`config.mk`:
```
export PLATFORM = sky130hd
export DESIGN_NAME = black_level_ctrl
export DESIGN_NICKNAME = d
export VERILOG_FILES = /design/src/hdl/black_level_pkg.sv /design/src/hdl/black_level_ctrl.sv
export SDC_FILE = /design/constraint.sdc
export NUM_CORES = 2
export LEC_CHECK = 0
export BUFFER_PORTS_ARGS = -buffer_cell sky130_fd_sc_hd__buf_2
export CAP_MARGIN = 20
export CORE_MARGIN = 8
export CORE_UTILIZATION = 60
export DETAILED_ROUTE_END_ITERATION = 8
export GPL_ROUTABILITY_DRIVEN = 0
export PLACE_DENSITY = 0.78
export SETUP_SLACK_MARGIN = 0.4
export SLEW_MARGIN = 5
export SYNTH_ARGS = -nofsm -noshare
export SYNTH_HDL_FRONTEND = slang
export SYNTH_SLANG_ARGS = --single-unit
```
`constraint.sdc`:
```
create_clock -name clk_i -period 73.9 [get_ports clk_i]
set_input_delay 3.695 -clock clk_i [delete_from_list [all_inputs] [get_ports clk_i]]
set_output_delay 3.695 -clock clk_i [all_outputs]
set_load 0.02 [all_outputs]
```
`src/hdl/black_level_pkg.sv`:
```
// Package: register map, field positions, reset values and limits of the black level loop
// Assumes: included before the control module; no other dependencies
package black_level_pkg;
	localparam logic [7:0]  CTRL_ADDR        = 8'h60;
	localparam logic [7:0]  WINDOW_ADDR      = 8'h5f;
	localparam int          WIN_HI_MSB       = 14;
	localparam int          WIN_HI_LSB       = 8;
	localparam int          WIN_LO_MSB       = 6;
	localparam int          WIN_LO_LSB       = 0;
	localparam logic [6:0]  WIN_HI_RESET     = 7'h23;
	localparam logic [6:0]  WIN_LO_RESET     = 7'h1d;
	localparam int          BIT_NO_RAPID     = 15;
	localparam int          BIT_RECALC       = 12;
	localparam int          BIT_LIMIT_ROWS   = 10;
	localparam int          BIT_FREEZE       = 9;
	localparam int          BIT_SWEEP        = 8;
	localparam int          AVG_MSB          = 7;
	localparam int          AVG_LSB          = 5;
	localparam int          BIT_STEP_ONE     = 4;
	localparam int          BIT_SWAP         = 3;
	localparam int          BIT_SAME_RB      = 2;
	localparam int          BIT_SAME_GREEN   = 1;
	localparam int          BIT_MANUAL       = 0;
	localparam logic [15:0] CTRL_RESET       = 16'h0080;
	localparam logic [15:0] CTRL_WMASK       = 16'h87ff;
	localparam logic [3:0]  LIMIT_ROW_FIRST  = 4'h8;
	localparam logic [3:0]  LIMIT_ROW_LAST   = 4'hb;
	localparam logic [8:0]  RAPID_STEP_START = 9'h020;
	localparam logic [8:0]  CAL_MAX          = 9'h0ff;
	localparam logic [8:0]  CAL_MIN          = 9'h100;
	localparam int          NUM_CH           = 4;
	localparam logic [1:0]  CH_GREEN1        = 2'h0;
	localparam logic [1:0]  CH_BLUE          = 2'h1;
	localparam logic [1:0]  CH_RED           = 2'h2;
	localparam logic [1:0]  CH_GREEN2        = 2'h3;
endpackage

```
`src/hdl/black_level_ctrl.sv`:
```
// Black level calibration control: registers, per-channel running averages and offset loop
// Assumes: register port and per-row dark averages are synchronous to clk_i
// Function
// - Upper window bound field at bits 14:8, reset 23 hex.
// - Lower window bound field at bits 6:0, reset 1D hex.
// - Control bit 15 disables rapid sweep; averaging keeps running.
// - Writing one to bit 12 starts rapid sweep if enabled, reloads average.
// - Recalculate bit acts only on write of one; always reads zero.
// - Bit 10 set: dark rows 8 to 11 excluded from loop average.
// - Bit 10 clear: every dark row may feed the loop.
// - Bit 9 stops averaging mode changing the value; rapid sweep still works.
// - Bit 8 ramps calibration value by one each frame, same on all channels.
// - Averaging depth is two to the power of bits 7:5, reset 4.
// - Running average = old - old/2^n + new/2^n each frame.
// - Bit 4 forces rapid step of one; otherwise start with larger step.
// - Bit 3 swaps applied calibration values in pairs: green 1 with blue, red with green 2.
// - Bit 2 applies the red value to blue pixels too.
// - Bit 0 selects programmed per-channel values instead of automatic ones.
// - Calibration offsets are 9-bit signed two's complement, bit 8 sign.
`timescale 1ns/1ps
`default_nettype none

module black_level_ctrl #(
	parameter int AVG_W = 10
) (
	input  wire logic                 clk_i,
	input  wire logic                 rst_n_i,
	input  wire logic                 reg_wr_i,
	input  wire logic                 reg_rd_i,
	input  wire logic [7:0]           reg_addr_i,
	input  wire logic [15:0]          reg_wdata_i,
	output logic      [15:0]          reg_rdata_o,
	input  wire logic                 dark_row_valid_i,
	input  wire logic [3:0]           dark_row_idx_i,
	input  wire logic [1:0]           dark_row_ch_i,
	input  wire logic [9:0]           dark_row_avg_i,
	input  wire logic                 frame_end_i,
	input  wire logic [35:0]          manual_cal_i,
	output logic      [35:0]          applied_cal_o,
	output logic      [35:0]          auto_cal_o,
	output logic      [39:0]          running_avg_o,
	output logic                      rapid_active_o
);

	typedef struct packed {
		logic [15:0]                     ctrl;
		logic [6:0]                      win_hi;
		logic [6:0]                      win_lo;
		logic                            recalc_pend;
		logic                            rapid;
		logic [8:0]                      step;
		logic [black_level_pkg::NUM_CH-1:0][AVG_W+7:0] acc;
		logic [black_level_pkg::NUM_CH-1:0][AVG_W+3:0] row_sum;
		logic [black_level_pkg::NUM_CH-1:0][3:0]       row_cnt;
		logic [black_level_pkg::NUM_CH-1:0][8:0]       cal;
		logic [black_level_pkg::NUM_CH-1:0][8:0]       applied;
		logic [15:0]                     rdata;
	} state_type;

	state_type r, r_nxt;

	// Running averages keep a fixed fraction, so a change of depth does not rescale them
	localparam int AVG_FRAC = (1 << (black_level_pkg::AVG_MSB - black_level_pkg::AVG_LSB + 1)) - 1;

	////////////////////////////////////////////////////////////////////////////////
	// Combinational next state

	logic [2:0]                        avg_n;
	logic [black_level_pkg::NUM_CH-1:0][9:0] frame_avg;
	logic [black_level_pkg::NUM_CH-1:0][9:0] run_avg;
	logic [black_level_pkg::NUM_CH-1:0][8:0] src;
	logic                              any_out;
	logic                              row_used;

	always_comb begin
		r_nxt    = r;
		avg_n    = r.ctrl[black_level_pkg::AVG_MSB:black_level_pkg::AVG_LSB];
		any_out  = 1'b0;
		row_used = 1'b0;
		frame_avg = '0;
		run_avg   = '0;
		src       = '0;

		// Register writes
		if (reg_wr_i && reg_addr_i == black_level_pkg::CTRL_ADDR) begin
			r_nxt.ctrl = reg_wdata_i & black_level_pkg::CTRL_WMASK;
			if (reg_wdata_i[black_level_pkg::BIT_RECALC]) begin
				r_nxt.recalc_pend = 1'b1;
			end
		end
		if (reg_wr_i && reg_addr_i == black_level_pkg::WINDOW_ADDR) begin
			r_nxt.win_hi = reg_wdata_i[black_level_pkg::WIN_HI_MSB:black_level_pkg::WIN_HI_LSB];
			r_nxt.win_lo = reg_wdata_i[black_level_pkg::WIN_LO_MSB:black_level_pkg::WIN_LO_LSB];
		end

		// Register reads; recalculate bit always zero
		if (reg_rd_i) begin
			case (reg_addr_i)
				black_level_pkg::CTRL_ADDR:   r_nxt.rdata = r.ctrl;
				black_level_pkg::WINDOW_ADDR: r_nxt.rdata = {1'b0, r.win_hi, 1'b0, r.win_lo};
				default:                      r_nxt.rdata = 16'h0000;
			endcase
		end

		// Dark row accumulation per channel
		if (dark_row_valid_i) begin
			row_used = !(r.ctrl[black_level_pkg::BIT_LIMIT_ROWS]
				&& dark_row_idx_i >= black_level_pkg::LIMIT_ROW_FIRST
				&& dark_row_idx_i <= black_level_pkg::LIMIT_ROW_LAST);
			if (row_used) begin
				r_nxt.row_sum[dark_row_ch_i] = r.row_sum[dark_row_ch_i] + (AVG_W+4)'(dark_row_avg_i);
				r_nxt.row_cnt[dark_row_ch_i] = r.row_cnt[dark_row_ch_i] + 4'h1;
			end
		end

		// Frame update
		if (frame_end_i) begin
			for (int c = 0; c < black_level_pkg::NUM_CH; c++) begin
				frame_avg[c] = (r.row_cnt[c] == 4'h0) ? 10'h000
					: 10'((r.row_sum[c]) / (AVG_W+4)'(r.row_cnt[c]));
				if (r.recalc_pend) begin
					r_nxt.acc[c] = (AVG_W+8)'(frame_avg[c]) << AVG_FRAC;
				end else begin
					r_nxt.acc[c] = r.acc[c] - (r.acc[c] >> avg_n)
						+ ((AVG_W+8)'(frame_avg[c]) << (AVG_FRAC - int'(avg_n)));
				end
				run_avg[c] = 10'(r_nxt.acc[c] >> AVG_FRAC);
				r_nxt.row_sum[c] = '0;
				r_nxt.row_cnt[c] = '0;
			end

			for (int c = 0; c < black_level_pkg::NUM_CH; c++) begin
				if (run_avg[c] > {3'h0, r.win_hi} || run_avg[c] < {3'h0, r.win_lo}) begin
					any_out = 1'b1;
				end
			end

			if (r.recalc_pend && !r.ctrl[black_level_pkg::BIT_NO_RAPID]) begin
				r_nxt.rapid = 1'b1;
				r_nxt.step  = r.ctrl[black_level_pkg::BIT_STEP_ONE] ? 9'h001
					: black_level_pkg::RAPID_STEP_START;
			end
			r_nxt.recalc_pend = reg_wr_i && reg_addr_i == black_level_pkg::CTRL_ADDR
				&& reg_wdata_i[black_level_pkg::BIT_RECALC];

			if (r.ctrl[black_level_pkg::BIT_SWEEP]) begin
				for (int c = 0; c < black_level_pkg::NUM_CH; c++) begin
					r_nxt.cal[c] = r.cal[0] + 9'h001;
				end
			end else if (r.rapid && !r.ctrl[black_level_pkg::BIT_NO_RAPID]) begin
				for (int c = 0; c < black_level_pkg::NUM_CH; c++) begin
					r_nxt.cal[c] = step_cal(r.cal[c], run_avg[c], r.step);
				end
				if (r.step > 9'h001) begin
					r_nxt.step = r.step >> 1;
				end else if (!any_out) begin
					r_nxt.rapid = 1'b0;
				end
			end else if (!r.ctrl[black_level_pkg::BIT_FREEZE]) begin
				for (int c = 0; c < black_level_pkg::NUM_CH; c++) begin
					r_nxt.cal[c] = step_cal(r.cal[c], run_avg[c], 9'h001);
				end
			end
			// Disabled rapid sweep ends at the next frame, whatever mode runs
			if (r.ctrl[black_level_pkg::BIT_NO_RAPID]) begin
				r_nxt.rapid = 1'b0;
			end
		end

		// Source choice and channel mapping for the applied values
		for (int c = 0; c < black_level_pkg::NUM_CH; c++) begin
			src[c] = r.ctrl[black_level_pkg::BIT_MANUAL] ? manual_cal_i[c*9 +: 9] : r.cal[c];
		end
		if (r.ctrl[black_level_pkg::BIT_SWAP]) begin
			r_nxt.applied[black_level_pkg::CH_GREEN1] = src[black_level_pkg::CH_BLUE];
			r_nxt.applied[black_level_pkg::CH_RED]    = src[black_level_pkg::CH_GREEN2];
			r_nxt.applied[black_level_pkg::CH_BLUE]   = src[black_level_pkg::CH_GREEN1];
			r_nxt.applied[black_level_pkg::CH_GREEN2] = src[black_level_pkg::CH_RED];
		end else begin
			r_nxt.applied = src;
		end
		if (r.ctrl[black_level_pkg::BIT_SAME_RB]) begin
			r_nxt.applied[black_level_pkg::CH_BLUE] = r_nxt.applied[black_level_pkg::CH_RED];
		end
		if (r.ctrl[black_level_pkg::BIT_SAME_GREEN]) begin
			r_nxt.applied[black_level_pkg::CH_GREEN2] = r_nxt.applied[black_level_pkg::CH_GREEN1];
		end
		if (r.ctrl[black_level_pkg::BIT_SWEEP] && !r.ctrl[black_level_pkg::BIT_MANUAL]) begin
			for (int c = 0; c < black_level_pkg::NUM_CH; c++) begin
				r_nxt.applied[c] = r.cal[0];
			end
		end
	end

	////////////////////////////////////////////////////////////////////////////////
	// Signed saturating step toward the window

	function automatic logic [8:0] step_cal(input logic [8:0] cur, input logic [9:0] avg,
		input logic [8:0] stp);
		logic signed [10:0] sum;
		sum = 11'sd0;
		step_cal = cur;
		if (avg > {3'h0, r.win_hi}) begin
			sum = $signed({{2{cur[8]}}, cur}) - $signed({2'b00, stp});
		end else if (avg < {3'h0, r.win_lo}) begin
			sum = $signed({{2{cur[8]}}, cur}) + $signed({2'b00, stp});
		end else begin
			sum = $signed({{2{cur[8]}}, cur});
		end
		if (sum > $signed(11'(black_level_pkg::CAL_MAX))) begin
			step_cal = black_level_pkg::CAL_MAX;
		end else if (sum < $signed({{2{1'b1}}, black_level_pkg::CAL_MIN})) begin
			step_cal = black_level_pkg::CAL_MIN;
		end else begin
			step_cal = sum[8:0];
		end
	endfunction

	////////////////////////////////////////////////////////////////////////////////
	// State register

	always_ff @(posedge clk_i) begin
		if (!rst_n_i) begin
			r        <= '0;
			r.ctrl   <= black_level_pkg::CTRL_RESET;
			r.win_hi <= black_level_pkg::WIN_HI_RESET;
			r.win_lo <= black_level_pkg::WIN_LO_RESET;
		end else begin
			r <= r_nxt;
		end
	end

	////////////////////////////////////////////////////////////////////////////////
	// Outputs

	always_comb begin
		reg_rdata_o    = r.rdata;
		applied_cal_o  = r.applied;
		auto_cal_o     = r.cal;
		rapid_active_o = r.rapid;
		for (int c = 0; c < black_level_pkg::NUM_CH; c++) begin
			running_avg_o[c*10 +: 10] = 10'(r.acc[c] >> AVG_FRAC);
		end
	end

endmodule // black_level_ctrl

`default_nettype wire

```
==> out/qor.csv <==
stage,metric,value,unit
clock_tree,CTS root buffer,clkbuf_16,
worst_hold_path,worst hold path type,reg2reg,
global_route,total grt overflow,0,
critical_path,Worst Path Arrival,35450,ps
job,max-capacitance violation count,0,
critical_path,Worst Setup Start Kind,flip-flop,
global_route,initial antenna violation count,8,
routing,Post-DRT Antenna Nets,0,
global_route,largest net degree at the start of global routing,95,
placed_design,Final HPWL DP,104.5,mm
sta,# setup viols final,0,
placed_design,IO Port Bufs,208,
sta,Worst slew margin,18.59,%
cells_and_area,synth-to-layout area growth,3.497,%
run_status,status,finished clean,
clock_tree,CTS tree,done,
sta,Setup Skew,35.62,ps
floorplan,Die ar.,80680,µm²
sta,Max Fclk,0.02856,GHz
clock_tree,number of clock sinks,269,
routing,detail-routed via count per cell,6.666,
critical_path,CP endpoint kind,flip-flop,
sta,slack of the critical path,38890,ps
synth,Syn Inst Count,5721,
clock_tree,"Clk Latency, worst-skew pair",570,ps
synth,Synth async-reset ratio,0,%
sta,period utilisation layout,47.38,%
sta,Final Hold Viols,0,
floorplan,Core Box Area,71360,µm²
synth,Syn. warnings,0,
clock_tree,clk slew on worst S/H paths,60,ps
worst_hold_path,min-delay src,reg_rdata_o[14],
routing,First-pass DRT Iterations,8,
critical_path,critical path class,reg2reg,
synth,Yosys reg bits,269,
sta,fin. max-slew vios,0,
cells_and_area,"commonest non-fill, non-tap cell in the layout",nor2_1,
placed_design,Setup WS pre-CTS,39560,ps
routing,detailed-route DRC error count,0,
sta,setup TNS,0,ps
synth,synth unique cells,165,
routing,routed wire length,135.9,mm
floorplan,Die Y,284.1,µm
global_route,first-pass GRT wire length,215.4,mm
clock_tree,CTS Buf Count,34,
clock_tree,hold_buf cts,0,
critical_path,crit-path max cell delay,690,ps
critical_path,Critical-path top delay cell,nor3_2,
placed_design,Post-DP Area,43500,µm²
synth,"Seq/Total Area, Yosys",12.49,%
sta,minimum clock period,35010,ps
critical_path,"most used cell, CP",a21oi_1,
critical_path,CP max FO,14,
global_route,All-Layer GR Usage,31.77,%
sta,RSZ-0062 raised after global routing,no,
routing,DR vias,43860,
synth,Post-Syn Nets,6309,
synth,syn_area_per_cell,7.535,µm²
cells_and_area,most frequent cells in the layout,"nor2_1, nand2_1, a21oi_1",
sta,Worst Tran Pin Value,1217,ps
cells_and_area,FILL cells,6375,
floorplan,Core Rows,98,
routing,drt initial violations,4989,
clock_tree,Clock H-tree levels,2,
cells_and_area,Layout Nets,6188,
critical_path,Crit path required time,74340,ps
critical_path,Reg2Reg Setup Slack,38890,ps
cells_and_area,layout cells sized above 1,12.73,%
global_route,vias in the first global route,40960,
clock_tree,Clock Path Buffers,3,
synth,Mapped Area,43110,µm²
clock_tree,# Post-CTS Setup Buffers,0,
floorplan,Initial Util,60.41,%
floorplan,# IOs,211,
synth,"EDFF count, synth",0,
routing,routed len/inst,20.66,µm
cells_and_area,Final Cell Area,44620,µm²
clock_tree,PostCTS Resize Cnt,0,
floorplan,Chip Width,284.1,µm
synth,ys flop type,dfxtp_1,
[through the flow]
| stage | hold slack [ps] | std cells | utilization (%) |
|---|---|---|---|
| after floorplan | 445.5 | 5721 | - |
| after global placement | 451.8 | 6511 | 60.96 |
| after detailed placement | 455.4 | 6511 | 60.96 |
| after CTS | 465.9 | 6572 | 62.47 |
| after global routing | 488.2 | 6579 | 62.52 |
| final | 467.3 | 6579 | 62.52 |
[layer usage]
layer | up-vias | global-route usage, % | part of all wire, % | wire length, µm
met5 | - | 0 | 0.0096 | 13
met4 | 2 | 13.21 | 4.3 | 5888
met3 | 386 | 6.575 | 11 | 15130
met1 | 20650 | 41.88 | 41 | 55690
li1 | 20620 | - | - | -
met2 | 2198 | 50.30 | 44 | 59220
[synthesized netlist by cell type (19+ instances only)]
| master | n | area [µm²] |
|---|---|---|
| nand2_1 | 544 | 2042 |
| inv_1 | 318 | 1194 |
| clkbuf_1 | 216 | 810.8 |
| a22oi_1 | 31 | 232.7 |
| nand4_1 | 30 | 187.7 |
| o22ai_1 | 64 | 400.4 |
| xnor2_1 | 135 | 1182 |
| nand3_1 | 98 | 490.5 |
| buf_4 | 133 | 998.5 |
| nor2b_1 | 40 | 250.2 |
| a21oi_1 | 516 | 2582 |
| or3_1 | 39 | 244.0 |
| a21o_1 | 76 | 570.6 |
| nor2_1 | 592 | 2222 |
| o21bai_1 | 57 | 427.9 |
| o211ai_1 | 69 | 518.0 |
| a211oi_1 | 97 | 728.2 |
| o21ai_0 | 297 | 1486 |
| xor2_1 | 52 | 455.4 |
| buf_1 | 36 | 135.1 |
| o21a_1 | 116 | 870.8 |
| o32ai_1 | 19 | 166.4 |
| o31ai_1 | 41 | 307.8 |
| nand2b_1 | 77 | 481.7 |
| o21ai_1 | 25 | 125.1 |
| and2_1 | 44 | 275.3 |
| or2_2 | 50 | 312.8 |
| fa_1 | 77 | 1541 |
| mux4_2 | 65 | 1464 |
| mux2_2 | 61 | 686.9 |
| dfxtp_1 | 269 | 5385 |
| mux2i_1 | 169 | 1692 |
| ha_1 | 429 | 5368 |
| nor4_1 | 34 | 212.7 |
| a31oi_1 | 44 | 275.3 |
| and3_1 | 37 | 231.5 |
| nor3_1 | 163 | 815.8 |
[cells by family (layout without fill, tap and decap cells)]
| family | count (synthesis) | after routing | synth area share (%) |
|---|---|---|---|
| flops | 269 | 269 | 12.49 |
| simple gates | 1890 | 1890 | 21.03 |
| buf+inv | 744 | 648 | 8.179 |
| mux | 306 | 306 | 9.360 |
| compound gates | 1811 | 1811 | 28.90 |
| other cells | 0 | 4 | 0 |
| fa+ha+maj | 512 | 512 | 16.17 |
| xor+xnor | 189 | 189 | 3.875 |
[area by class of cell]
type                            instances  area, µm²  area share, %
Clock buffer                           41      908.4          2.036
Tap cell                              950       1189          2.664
Sequential cell                       269       5400          12.10
Multi-Input combinational cell       4708      34260          76.79
Timing Repair Buffer                  263       1459          3.270
Inverter                              324       1219          2.731
Antenna cell                            4      10.01        0.02243
Clock inverter                         20      172.7         0.3870
[worst paths after layout]
check | cells past startpoint | to
worst max-delay path | 135 | auto_cal_o[5]
worst min-delay path | 2 | reg_rdata_o[14]
worst max register to register | 135 | auto_cal_o[5]
worst min register to register | 2 | reg_rdata_o[14]
[critical path, delay by kind of cell (launching register included)]
family | cells | cell delay [ps]
mux | 5 | 1530
buf+inv | 4 | 830
compound gates | 70 | 16220
simple gates | 37 | 10160
fa+ha+maj | 17 | 5400
xor+xnor | 2 | 280
flops | 1 | 410
Power is left out: the tool's default activity adds up to more than one toggle a clock period on the data nets, which glitch-free logic cannot reach.
